===== config.mk =====
export PLATFORM = sky130hd
export DESIGN_NAME = ext_bus_ready_waitstate
export DESIGN_NICKNAME = d
export VERILOG_FILES = /design/src/ready_wait_pkg.sv /design/src/ext_bus_ready_waitstate.sv /design/src/ready_sync_stage.sv
export SDC_FILE = /design/constraint.sdc
export NUM_CORES = 1
export LEC_CHECK = 0
export BUFFER_PORTS_ARGS = -buffer_cell sky130_fd_sc_hd__buf_4
export CORE_ASPECT_RATIO = 1.4
export CORE_MARGIN = 2
export CORE_UTILIZATION = 54
export CTS_CLUSTER_DIAMETER = 80
export DETAILED_ROUTE_END_ITERATION = 10
export PLACE_DENSITY = 0.77
export SYNTH_ARGS = -nofsm -noshare
export SYNTH_HDL_FRONTEND = slang
export SYNTH_SLANG_ARGS = --single-unit
export TNS_END_PERCENT = 30

===== constraint.sdc =====
create_clock -name clock -period 2.4 [get_ports clock]
set_input_delay 0.12 -clock clock [delete_from_list [all_inputs] [get_ports clock]]
set_output_delay 0.12 -clock clock [all_outputs]
set_load 0.02 [all_outputs]

===== src/ready_wait_pkg.sv =====
// Package for the ready-controlled wait-state sequencer
package ready_wait_pkg;

  // Access phase base length limits, in bus clock units
  localparam int unsigned ACCESS_LEN_MIN = 1;
  localparam int unsigned ACCESS_LEN_MAX = 32;
  localparam int unsigned ACCESS_LEN_W = 6;

  // Mandatory wait states before ready is considered
  localparam logic [5:0] MANDATORY_WAIT_DEFAULT = 6'h01;

  // Reset values
  localparam logic [5:0] COUNT_RESET = 6'h00;
  localparam logic [15:0] WAIT_COUNT_RESET = 16'h0000;

  // Sequencer states
  typedef enum logic [2:0] {
    ST_IDLE = 3'b000,
    ST_ACCESS = 3'b001,
    ST_SAMPLE = 3'b010,
    ST_READY_WAIT = 3'b011,
    ST_CLOSE = 3'b100
  } seq_state_t;

  // Per-cycle configuration, latched at cycle start
  typedef struct packed {
    logic ready_active_low;
    logic ready_async;
    logic ready_enable;
    logic [5:0] access_length;
  } cycle_cfg_t;

  // Status shown to the bus controller
  typedef struct packed {
    logic busy;
    logic access_phase;
    logic ready_wait;
    logic cycle_done;
  } seq_status_t;

endpackage

===== src/ext_bus_ready_waitstate.sv =====
// Ready-controlled wait-state sequencer for the external bus access phase
// What this block does
// - External circuit stretches or ends each bus cycle
// - Selectable active level of ready input
// - Synchronous mode samples ready directly, shortest cycle
// - Asynchronous mode adds two-flop sync stage, two clocks later
// - Inactive ready inserts another wait state
// - Active ready ends cycle, closing phases follow
// - Async sampling point falls later than sync
// - Ready ignored until mandatory waits elapse
// - Only access phase extends; base 1..32
`timescale 1ns/10ps
module ext_bus_ready_waitstate
  import ready_wait_pkg::*;
#(
  parameter int unsigned WAIT_COUNT_W = 16
)(
  // Clock and reset
  input wire logic clock,
  input wire logic reset,
  // Bus reference clock tick, one cycle per bus clock unit
  input wire logic bus_reference_clock,
  // Cycle request from the bus controller
  input wire logic cycle_start,
  input wire cycle_cfg_t cycle_cfg,
  // Ready handshake pin
  input wire logic ready_pin,
  // Sequencer outputs
  output logic access_active,
  output logic ready_wait_state,
  output logic cycle_end,
  output logic busy,
  output logic [WAIT_COUNT_W-1:0] wait_count
);

  typedef struct packed {
    seq_state_t fsm;
    cycle_cfg_t cfg;
    logic [5:0] remaining;
    logic [WAIT_COUNT_W-1:0] waits;
    logic done;
  } core_state_t;

  core_state_t state;
  core_state_t next_state;
  logic ready_synced;
  logic ready_raw_active;
  logic ready_sync_active;
  logic ready_seen;
  logic [5:0] access_length;

  ready_sync_stage ready_sync_stage_i (
    .clock(clock),
    .reset(reset),
    .level_in(ready_pin),
    .level_out(ready_synced)
  );

  // polarity applied after synchronisation so stage stays generic
  assign ready_raw_active = ready_pin ^ state.cfg.ready_active_low;
  assign ready_sync_active = ready_synced ^ state.cfg.ready_active_low;

  // async point later by the sync stage delay
  assign ready_seen = state.cfg.ready_async ? ready_sync_active : ready_raw_active;

  // clamp the base length into 1..32
  always_comb begin
    access_length = cycle_cfg.access_length;
    if (cycle_cfg.access_length < 6'(ACCESS_LEN_MIN)) begin
      access_length = 6'(ACCESS_LEN_MIN);
    end else if (cycle_cfg.access_length > 6'(ACCESS_LEN_MAX)) begin
      access_length = 6'(ACCESS_LEN_MAX);
    end
  end

  // Sequencer; access count and ready sampling advance on bus clock ticks only
  always_comb begin
    next_state = state;
    next_state.done = 1'b0;
    case (state.fsm)
      ST_IDLE: begin
        // latch settings, load the access count and clear the wait counter per cycle
        if (cycle_start) begin
          next_state.cfg = cycle_cfg;
          next_state.cfg.access_length = access_length;
          next_state.remaining = access_length;
          next_state.waits = WAIT_COUNT_RESET[WAIT_COUNT_W-1:0];
          next_state.fsm = ST_ACCESS;
        end
      end
      ST_ACCESS: begin
        // mandatory waits run out before ready is looked at
        if (bus_reference_clock) begin
          if (state.remaining > 6'h01) begin
            next_state.remaining = state.remaining - 6'h01;
          end else if (state.cfg.ready_enable) begin
            next_state.fsm = ST_SAMPLE;
          end else begin
            next_state.fsm = ST_CLOSE;
          end
        end
      end
      ST_SAMPLE, ST_READY_WAIT: begin
        if (bus_reference_clock) begin
          if (ready_seen) begin
            next_state.fsm = ST_CLOSE;
          end else begin
            next_state.fsm = ST_READY_WAIT;
            next_state.waits = state.waits + WAIT_COUNT_W'(1);
          end
        end
      end
      ST_CLOSE: begin
        next_state.done = 1'b1;
        next_state.fsm = ST_IDLE;
      end
      default: begin
        next_state.fsm = ST_IDLE;
      end
    endcase
  end

  always_ff @(posedge clock) begin
    if (reset) begin
      state.fsm <= ST_IDLE;
      state.cfg <= '0;
      state.remaining <= COUNT_RESET;
      state.waits <= WAIT_COUNT_RESET[WAIT_COUNT_W-1:0];
      state.done <= 1'b0;
    end else begin
      state <= next_state;
    end
  end

  // Outputs
  assign access_active = (state.fsm == ST_ACCESS) || (state.fsm == ST_SAMPLE)
    || (state.fsm == ST_READY_WAIT);
  assign ready_wait_state = (state.fsm == ST_READY_WAIT);
  assign cycle_end = state.done;
  assign busy = (state.fsm != ST_IDLE);
  assign wait_count = state.waits;

  // Assertions
  // Active ready ends the cycle
  a_ready_ends_cycle: assert property (@(posedge clock) disable iff (reset)
    (state.fsm inside {ST_SAMPLE, ST_READY_WAIT}) && bus_reference_clock && ready_seen
    |=> state.fsm == ST_CLOSE ##1 cycle_end)
    else $error("ready did not end the cycle");
  // Inactive ready adds a wait
  a_not_ready_waits: assert property (@(posedge clock) disable iff (reset)
    (state.fsm inside {ST_SAMPLE, ST_READY_WAIT}) && bus_reference_clock && !ready_seen
    |=> ready_wait_state && wait_count == $past(wait_count) + 1'b1)
    else $error("missing ready wait state");
  // No ready look before the access count is done
  a_mandatory_first: assert property (@(posedge clock) disable iff (reset)
    state.fsm == ST_ACCESS && state.remaining > 6'h01 |=> state.fsm == ST_ACCESS)
    else $error("ready considered too early");
  // New cycle clears the wait counter
  a_cycle_clears: assert property (@(posedge clock) disable iff (reset)
    state.fsm == ST_IDLE && cycle_start |=> wait_count == '0 && access_active)
    else $error("cycle start did not reset sequencing");
  // Async ready is the pin two clocks late
  a_async_delay: assert property (@(posedge clock) disable iff (reset)
    state.cfg.ready_async && $stable(state.cfg)
    |-> ready_seen == ($past(ready_pin, 2) ^ state.cfg.ready_active_low))
    else $error("async ready bypassed sync stage");
  // Sync mode closes on the pin itself
  a_sync_direct: assert property (@(posedge clock) disable iff (reset)
    !state.cfg.ready_async && (state.fsm inside {ST_SAMPLE, ST_READY_WAIT})
    && bus_reference_clock && (ready_pin ^ state.cfg.ready_active_low)
    |=> state.fsm == ST_CLOSE)
    else $error("sync ready not direct");
  // Async point lags the pin by the sync stage
  a_async_later: assert property (@(posedge clock) disable iff (reset)
    state.cfg.ready_async && (state.fsm inside {ST_SAMPLE, ST_READY_WAIT})
    && bus_reference_clock && $stable(state.cfg)
    && !($past(ready_pin, 2) ^ state.cfg.ready_active_low) |=> ready_wait_state)
    else $error("async ready sampled too early");
  // Only access is extended, close lasts one cycle
  a_close_single: assert property (@(posedge clock) disable iff (reset)
    state.fsm == ST_CLOSE |=> state.fsm == ST_IDLE && !access_active)
    else $error("closing phase stretched");
  // Latched length stays in range
  a_length_range: assert property (@(posedge clock) disable iff (reset)
    busy |-> state.cfg.access_length >= 6'(ACCESS_LEN_MIN)
    && state.cfg.access_length <= 6'(ACCESS_LEN_MAX))
    else $error("access length out of range");
  // Each tick before the last shortens the base length by one
  a_access_counts: assert property (@(posedge clock) disable iff (reset)
    state.fsm == ST_ACCESS && bus_reference_clock && state.remaining > 6'h01
    |=> state.remaining == $past(state.remaining) - 6'h01)
    else $error("access length not counted per tick");
  // Start while busy must not disturb the latched settings
  a_refused_start: assert property (@(posedge clock) disable iff (reset)
    busy && cycle_start |=> $stable(state.cfg))
    else $error("start accepted while busy");
  // End pulse lasts one clock with busy already low
  a_end_pulse: assert property (@(posedge clock) disable iff (reset)
    cycle_end |-> !busy ##1 !cycle_end)
    else $error("end pulse malformed");
  // Ready waits only when ready control is on
  a_wait_needs_enable: assert property (@(posedge clock) disable iff (reset)
    ready_wait_state |-> state.cfg.ready_enable)
    else $error("ready wait without ready control");
  // Idle shows no phase
  a_idle_quiet: assert property (@(posedge clock) disable iff (reset)
    !busy |-> !access_active && !ready_wait_state)
    else $error("phase flag while idle");
  // Without a reference tick ready sampling and waits do not advance
  a_tick_paced: assert property (@(posedge clock) disable iff (reset)
    (state.fsm inside {ST_SAMPLE, ST_READY_WAIT}) && !bus_reference_clock
    |=> $stable(state.fsm) && $stable(wait_count))
    else $error("ready sampled off the reference tick");

  // Main scenarios
  c_slow_tick: cover property (@(posedge clock) disable iff (reset)
    state.fsm == ST_READY_WAIT && !bus_reference_clock);
  c_sync_cycle: cover property (@(posedge clock) disable iff (reset)
    !state.cfg.ready_async && state.fsm == ST_CLOSE);
  c_async_cycle: cover property (@(posedge clock) disable iff (reset)
    state.cfg.ready_async && state.fsm == ST_CLOSE);
  c_many_waits: cover property (@(posedge clock) disable iff (reset)
    ready_wait_state && wait_count == 16'h0003);
  c_no_ready: cover property (@(posedge clock) disable iff (reset)
    !state.cfg.ready_enable && cycle_end);

endmodule


===== src/ready_sync_stage.sv =====
// Extra synchronisation stage for the asynchronous ready input
`timescale 1ns/10ps
module ready_sync_stage
  import ready_wait_pkg::*;
(
  // Clock and reset
  input wire logic clock,
  input wire logic reset,
  // Raw and synchronised level
  input wire logic level_in,
  output logic level_out
);

  typedef struct packed {
    logic first;
    logic second;
  } sync_state_t;

  sync_state_t state;
  sync_state_t next_state;

  // First stage feeds only the second
  always_comb begin
    next_state = state;
    next_state.first = level_in;
    next_state.second = state.first;
  end

  always_ff @(posedge clock) begin
    if (reset) begin
      state <= '0;
    end else begin
      state <= next_state;
    end
  end

  assign level_out = state.second;

endmodule


# Word-level counts from Yosys, hierarchy flattened
# Cells that the tools add are included.
[op_classes]
eq_ne = 10
mux = 17
bitwise_logic = 2
add_sub_neg = 2
n_reduce_logical = 11
order_cmp = 3
[ops]
columns = ["operator", "n"]
rows = [
  ["$mux 34", 1],
  ["$mux 16", 2],
  ["$pmux 16 s2", 1],
  ["$mux 6", 4],
  ["$add 16x1->16 const B", 1],
  ["$mux 3", 5],
  ["$ne 2x2->1 const B", 6],
  ["$pmux 6 s2", 1],
  ["$reduce_and 4->1", 3],
  ["$pmux 3 s3", 1],
  ["$eq 3x2->1 const B", 2],
  ["$gt 6x1->1 const B", 1],
  ["$gt 6x6->1 const B", 1],
  ["$lt 6x1->1 const B", 1],
  ["$sub 6x1->6 const B", 1],
  ["$reduce_bool 2->1", 2],
  ["$eq 3x1->1 const B", 1],
  ["$eq 3x3->1 const B", 1],
  ["$logic_not 3->1", 1],
  ["$reduce_bool 3->1", 1],
  ["$logic_or 1x1->1", 2],
  ["$mux 1", 2],
  ["$reduce_and 2->1", 1],
  ["$reduce_or 2->1", 1],
  ["$xor 1x1->1", 2],
]
[totals]
elab_cells = 55
ff_bits = 37

# Logic depth before layout (Yosys ltp)
[logic_depth]
ltp_word = 5
ltp_mapped = 7
mapped_depth_nobuf = 6

# By module
# From an unflattened synthesis, not the netlist that was laid out.
[unflattened]
hier_cells = 231
area_unflattened_um2 = 2000.7
[by_module_without_submodules]
columns = ["mod", "instances", "area_each_um2", "seq_area_each_um2", "cells_per_inst"]
rows = [
  ["ext_bus_ready_waitstate", 1, 1948.1, 580.6, 227],
  ["ready_sync_stage", 1, 52.6, 40.0, 4],
]

# Worst setup path after synthesis
# Ideal clock, no wire load.
[synth_timing]
path_type = "register to register"
start = "register state[32] (netlist name)"
end = "register state[21] (netlist name)"
synth_period_minus_slack_ps = 1784
setup_ps = 69
path_stages_with_launch = 8
path_buffers = 3
t_arrival_ps = 1715
setup_slack_ps = 616
t_required_ps = 2331
path_cell_list = "dfxtp_1 buf_6 or3b_1 buf_6 a211o_1 buf_6 a221o_1 o21ai_1"
[synth_between]
elab_chain_len = 3
word_cells_on_any_way = 8
cone_classes = "eq/ne: 4; mux: 1; reduce/logical: 3"
[synth_rtl]
columns = ["element", "line", "text"]
rows = [
  ["from (decl)", "ext_bus_ready_waitstate.sv:44", "core_state_t state;"],
  ["from (signal assigned)", "ext_bus_ready_waitstate.sv:131", "state <= next_state;"],
  ["$eq 3x1->1 or $logic_not 3->1 (tied branches)", "ext_bus_ready_waitstate.sv:80", "case (state.fsm)"],
  ["$ne 2x2->1 (no source line) or $reduce_bool 2->1 (tied branches)", "--", ""],
  ["$reduce_and 4->1 (no source line)", "--", ""],
]
# Several ways; a longest one is shown, not always the timed one.
# A chain may end at the register's enable or synchronous reset.

# Worst setup path after layout
[layout_timing]
start = "register state[34] (netlist name)"
end = "register state (netlist bit wait_count[15])"
[layout_between]
elab_chain_len = 4
word_cells_on_any_way = 10
cone_classes = "eq/ne: 5; mux: 1; reduce/logical: 4"
[layout_rtl]
columns = ["element", "line"]
rows = [
  ["$eq 3x2->1", "ext_bus_ready_waitstate.sv:80"],
  ["$reduce_or 2->1", "ext_bus_ready_waitstate.sv:80"],
  ["$ne 2x2->1 (no source line) or $reduce_bool 2->1 (tied branches)", "--"],
  ["$reduce_and 4->1 (no source line)", "--"],
]
# Several ways; a longest one is shown, not always the timed one.

==> run_results.csv <==
group,metric,value,unit
global_routing,grt_pass1_wl,7866,um
power_and_ir_drop,p_sw,634.4,uW
critical_path,worstPathRequired,2.62,ns
critical_path,rr_worst_depth,4,
routing,drt-total-wl,4594,um
timing,fmax,485.2,MHz
routing,antenna_left,0,
clock_network,cts_tree,"done",
yosys,netlist_area,1988,um2
power_and_ir_drop,pwr-share-clk,22.8,%
min_path,hold_path_class,"primary input to flop",
cells_and_area,fin_util,60.91,%
critical_path,crit_type,"flop to flop",
clock_network,cts_made_buffers,5,
clock_network,cts_resized,0,
timing,fin_crit_sh,85.87,%
timing,slew_headroom,34.01,%
yosys,synth_edf_count,0,
timing,worst_pin_slew,0.9862,ns
critical_path,critical-path-max-stage-delay,0.64,ns
power_and_ir_drop,combPwrFrac,39.1,%
clock_network,cts_setup_buffers,0,
clock_network,clock_tree.buffer_depth,2,
critical_path,arrival,2.28,ns
power_and_ir_drop,switching_share,38.29,%
power_and_ir_drop,peakVddDrop,0.0005106,V
timing,finClkSkew,0.004887,ns
yosys,synth-seq-cells,31,
routing,dr.first_iter.drc_count,96,
power_and_ir_drop,power.leakage,0.8289,nW
yosys,synth_ff_type,"dfxtp_1",
routing,avgRoutedWirePerCell,15.63,um
timing,post-route-min-period,2.061,ns
power_and_ir_drop,internal-power,1.022,mW
yosys,synth_top_cells_by_area,"dfxtp_1, mux2i_1, buf_4",
clock_network,cts-hold-fix-buffers,0,
floorplan,die_w,55.28,um
yosys,synth_fp_nets,259,
placement,port_buffers,33,
floorplan,num_rows,26,
timing,grt_setup_unrepaired,"false",
clock_network,cts_root_buf,"clkbuf_8",
global_routing,antenna_found_initial,0,
floorplan,die_area,4190,um2
global_routing,grt_max_degree,38,
min_path,hold_path_depth,2,
clock_network,cts_sinks,31,
routing,vias_per_cell,6.173,
clock_network,cts_max_level,2,
yosys,yosys.area.top_type,"dfxtp_1",
routing,drc,0,
clock_network,clk_latency,0.29,ns
routing,vias,1815,
yosys,synthCells,242,
timing,final_max_slew_viol_count,0,
power_and_ir_drop,p_per_area,760.2,nW/um2
global_routing,track_usage,23.84,%
yosys,ys_warn_count,0,
placement,dp_hpwl,3064,um
global_routing,grt_pass1_vias,1726,
clock_network,clk_pin_slew,0.06,ns
critical_path,path_cells,"nor3_1 > inv_1 > a2111oi_0 > mux2i_1",
yosys,ys_seq_area_share,31.21,%
run,cap_violations,0,
critical_path,cpMaxStageDelayCell,"a2111oi_0",
cells_and_area,syn2layout_area_growth,9.629,%
critical_path,path_max_fanout,17,
placement,gp_congestion,0.8635,
floorplan,core_area,3578,um2
power_and_ir_drop,p_total,1.657,mW
floorplan,die_height,75.80,um
cells_and_area,final_nets,270,
status,status,"complete, no violations",
yosys,synth_cell_type_count,50,
routing,firstDrtPassIters,5,
cells_and_area,antenna_cells,0,
critical_path,cp-end-kind,"flop",
critical_path,start_kind,"flop",
cells_and_area,final_layout_size_suffix_gt1_share,17.46,%
global_routing,gr-total-overflow,0,
power_and_ir_drop,p_seq_share,38.1,%
yosys,syn_area_per_cell,8.216,um2
timing,hold_violations,0,
floorplan,initial_core_util,55.56,%
yosys,yosysTopAreaCellShare,31.21,%
timing,setup_viol_count_final,0,
timing,setup_tns,0,ns
yosys,synthArstFlopShare,0,%
floorplan,io_pins,34,
-- sequential cells by signal, indices dropped and copies added, names as in the netlist --
signal and flops:
ready_sync_stage_i.level_out 1, ready_sync_stage_i.next_state 1, wait_count 16, cycle_end 1, state 12
-- synthesized netlist by cell type (4+ instances only) --
| cell type | count |
|---|---|
| a2111oi_0 | 7 |
| a211oi_1 | 7 |
| a21oi_1 | 10 |
| buf_4 | 17 |
| clkbuf_1 | 8 |
| dfxtp_1 | 31 |
| inv_1 | 7 |
| mux2i_1 | 17 |
| nand2_1 | 27 |
| nand2b_1 | 5 |
| nand3_1 | 11 |
| nor2_1 | 12 |
| nor2b_1 | 4 |
| nor3_1 | 4 |
| nor4b_1 | 4 |
| or3_1 | 15 |
-- final timing paths --
check / from / to / slack, ns
max: state[34] / wait_count[15] / 0.34
min: ready_pin / ready_sync_stage_i.next_state[0] / 0.05
max reg2reg: state[34] / wait_count[15] / 0.34
min reg2reg: ready_sync_stage_i.next_state[0] / ready_sync_stage_i.level_out / 0.44
-- cells by family after synthesis --
group           count (synthesis)  share of synthesized area (%)
simple gates                   99                          26.62
flops                          31                          31.21
buf+inv                        39                          11.89
compound gates                 52                          19.38
mux                            17                          8.559
fa+ha+maj                       3                          1.888
xor+xnor                        1                         0.4406
-- layout by cell type (no fill, tap or decap), types with 2 or more instances in the layout --
| master | synthesis | layout |
|---|---|---|
| nor2_1 | 12 | 12 |
| inv_1 | 7 | 7 |
| dfxtp_1 | 31 | 31 |
| nor4b_1 | 4 | 3 |
| mux2i_1 | 17 | 17 |
| a21oi_1 | 10 | 10 |
| or4_1 | 2 | 2 |
| or3_1 | 15 | 15 |
| buf_4 | 17 | 36 |
| a2111oi_0 | 7 | 7 |
| a22oi_1 | 3 | 3 |
| nand3_1 | 11 | 11 |
| a211o_1 | 2 | 2 |
| nand4_1 | 3 | 3 |
| nand2b_1 | 5 | 5 |
| and3_1 | 3 | 3 |
| o21ai_1 | 2 | 2 |
| nor2b_1 | 4 | 4 |
| ha_1 | 3 | 3 |
| clkbuf_8 | 0 | 5 |
| and4_1 | 2 | 2 |
| nand2_1 | 27 | 27 |
| a221o_1 | 3 | 3 |
| nor3_1 | 4 | 4 |
| a211oi_1 | 7 | 7 |
| nor3b_1 | 3 | 3 |
| o21ai_0 | 3 | 3 |
-- layout make-up --
cell class | count | area, um2
clock buffer | 6 | 72.57
fill | 345 | 1399
inverter | 7 | 26.28
multi-input combinational | 172 | 1137
sequential | 31 | 620.6
tap | 42 | 52.55
timing repair buffer | 36 | 270.3
-- worst max-delay path: cells and delay by family, from the launching register on --
kind                   cells  cell delay [ns]
DFF                        1             0.43
AOI/OAI and AO/OA          1             0.64
buffers and inverters      1             0.32
muxes                      1             0.24
and+or+nand+nor            1             0.36
-- power groups by stage --
| stage | clock network [mW] | registers [mW] | logic [mW] |
|---|---|---|---|
| final | 0.377 | 0.632 | 0.648 |
| after global routing | 0.407 | 0.644 | 0.720 |
| after CTS | 0.382 | 0.631 | 0.639 |
| after detailed placement | 0 | 0.642 | 0.636 |
| after global placement | 0 | 0.640 | 0.631 |
| after floorplan | 0 | 0.613 | 0.528 |
-- routing by layer --
layer | part of all wire (%) | GRT usage (%) | vias up
li1 | - | - | 893
met1 | 43 | 27.77 | 833
met2 | 48 | 40.21 | 69
met3 | 5.3 | 5.093 | 20
met4 | 3.9 | 15.45 | 0
met5 | 0 | 0 | -
-- per-stage QoR --
stage | instances | hold WS [ns] | worst slack (ns) | instance area, um2
after global routing | 294 | 0.09866 | 0.03714 | 2180
after global placement | 288 | 0.3407 | 0.4046 | 2107
final | 294 | 0.05498 | 0.3391 | 2180
after CTS | 294 | 0.05214 | 0.3513 | 2180
after detailed placement | 288 | 0.3456 | 0.3755 | 2107
after floorplan | 242 | 0.2426 | 0.6165 | 1988
Power figures use the tool's default switching activity.
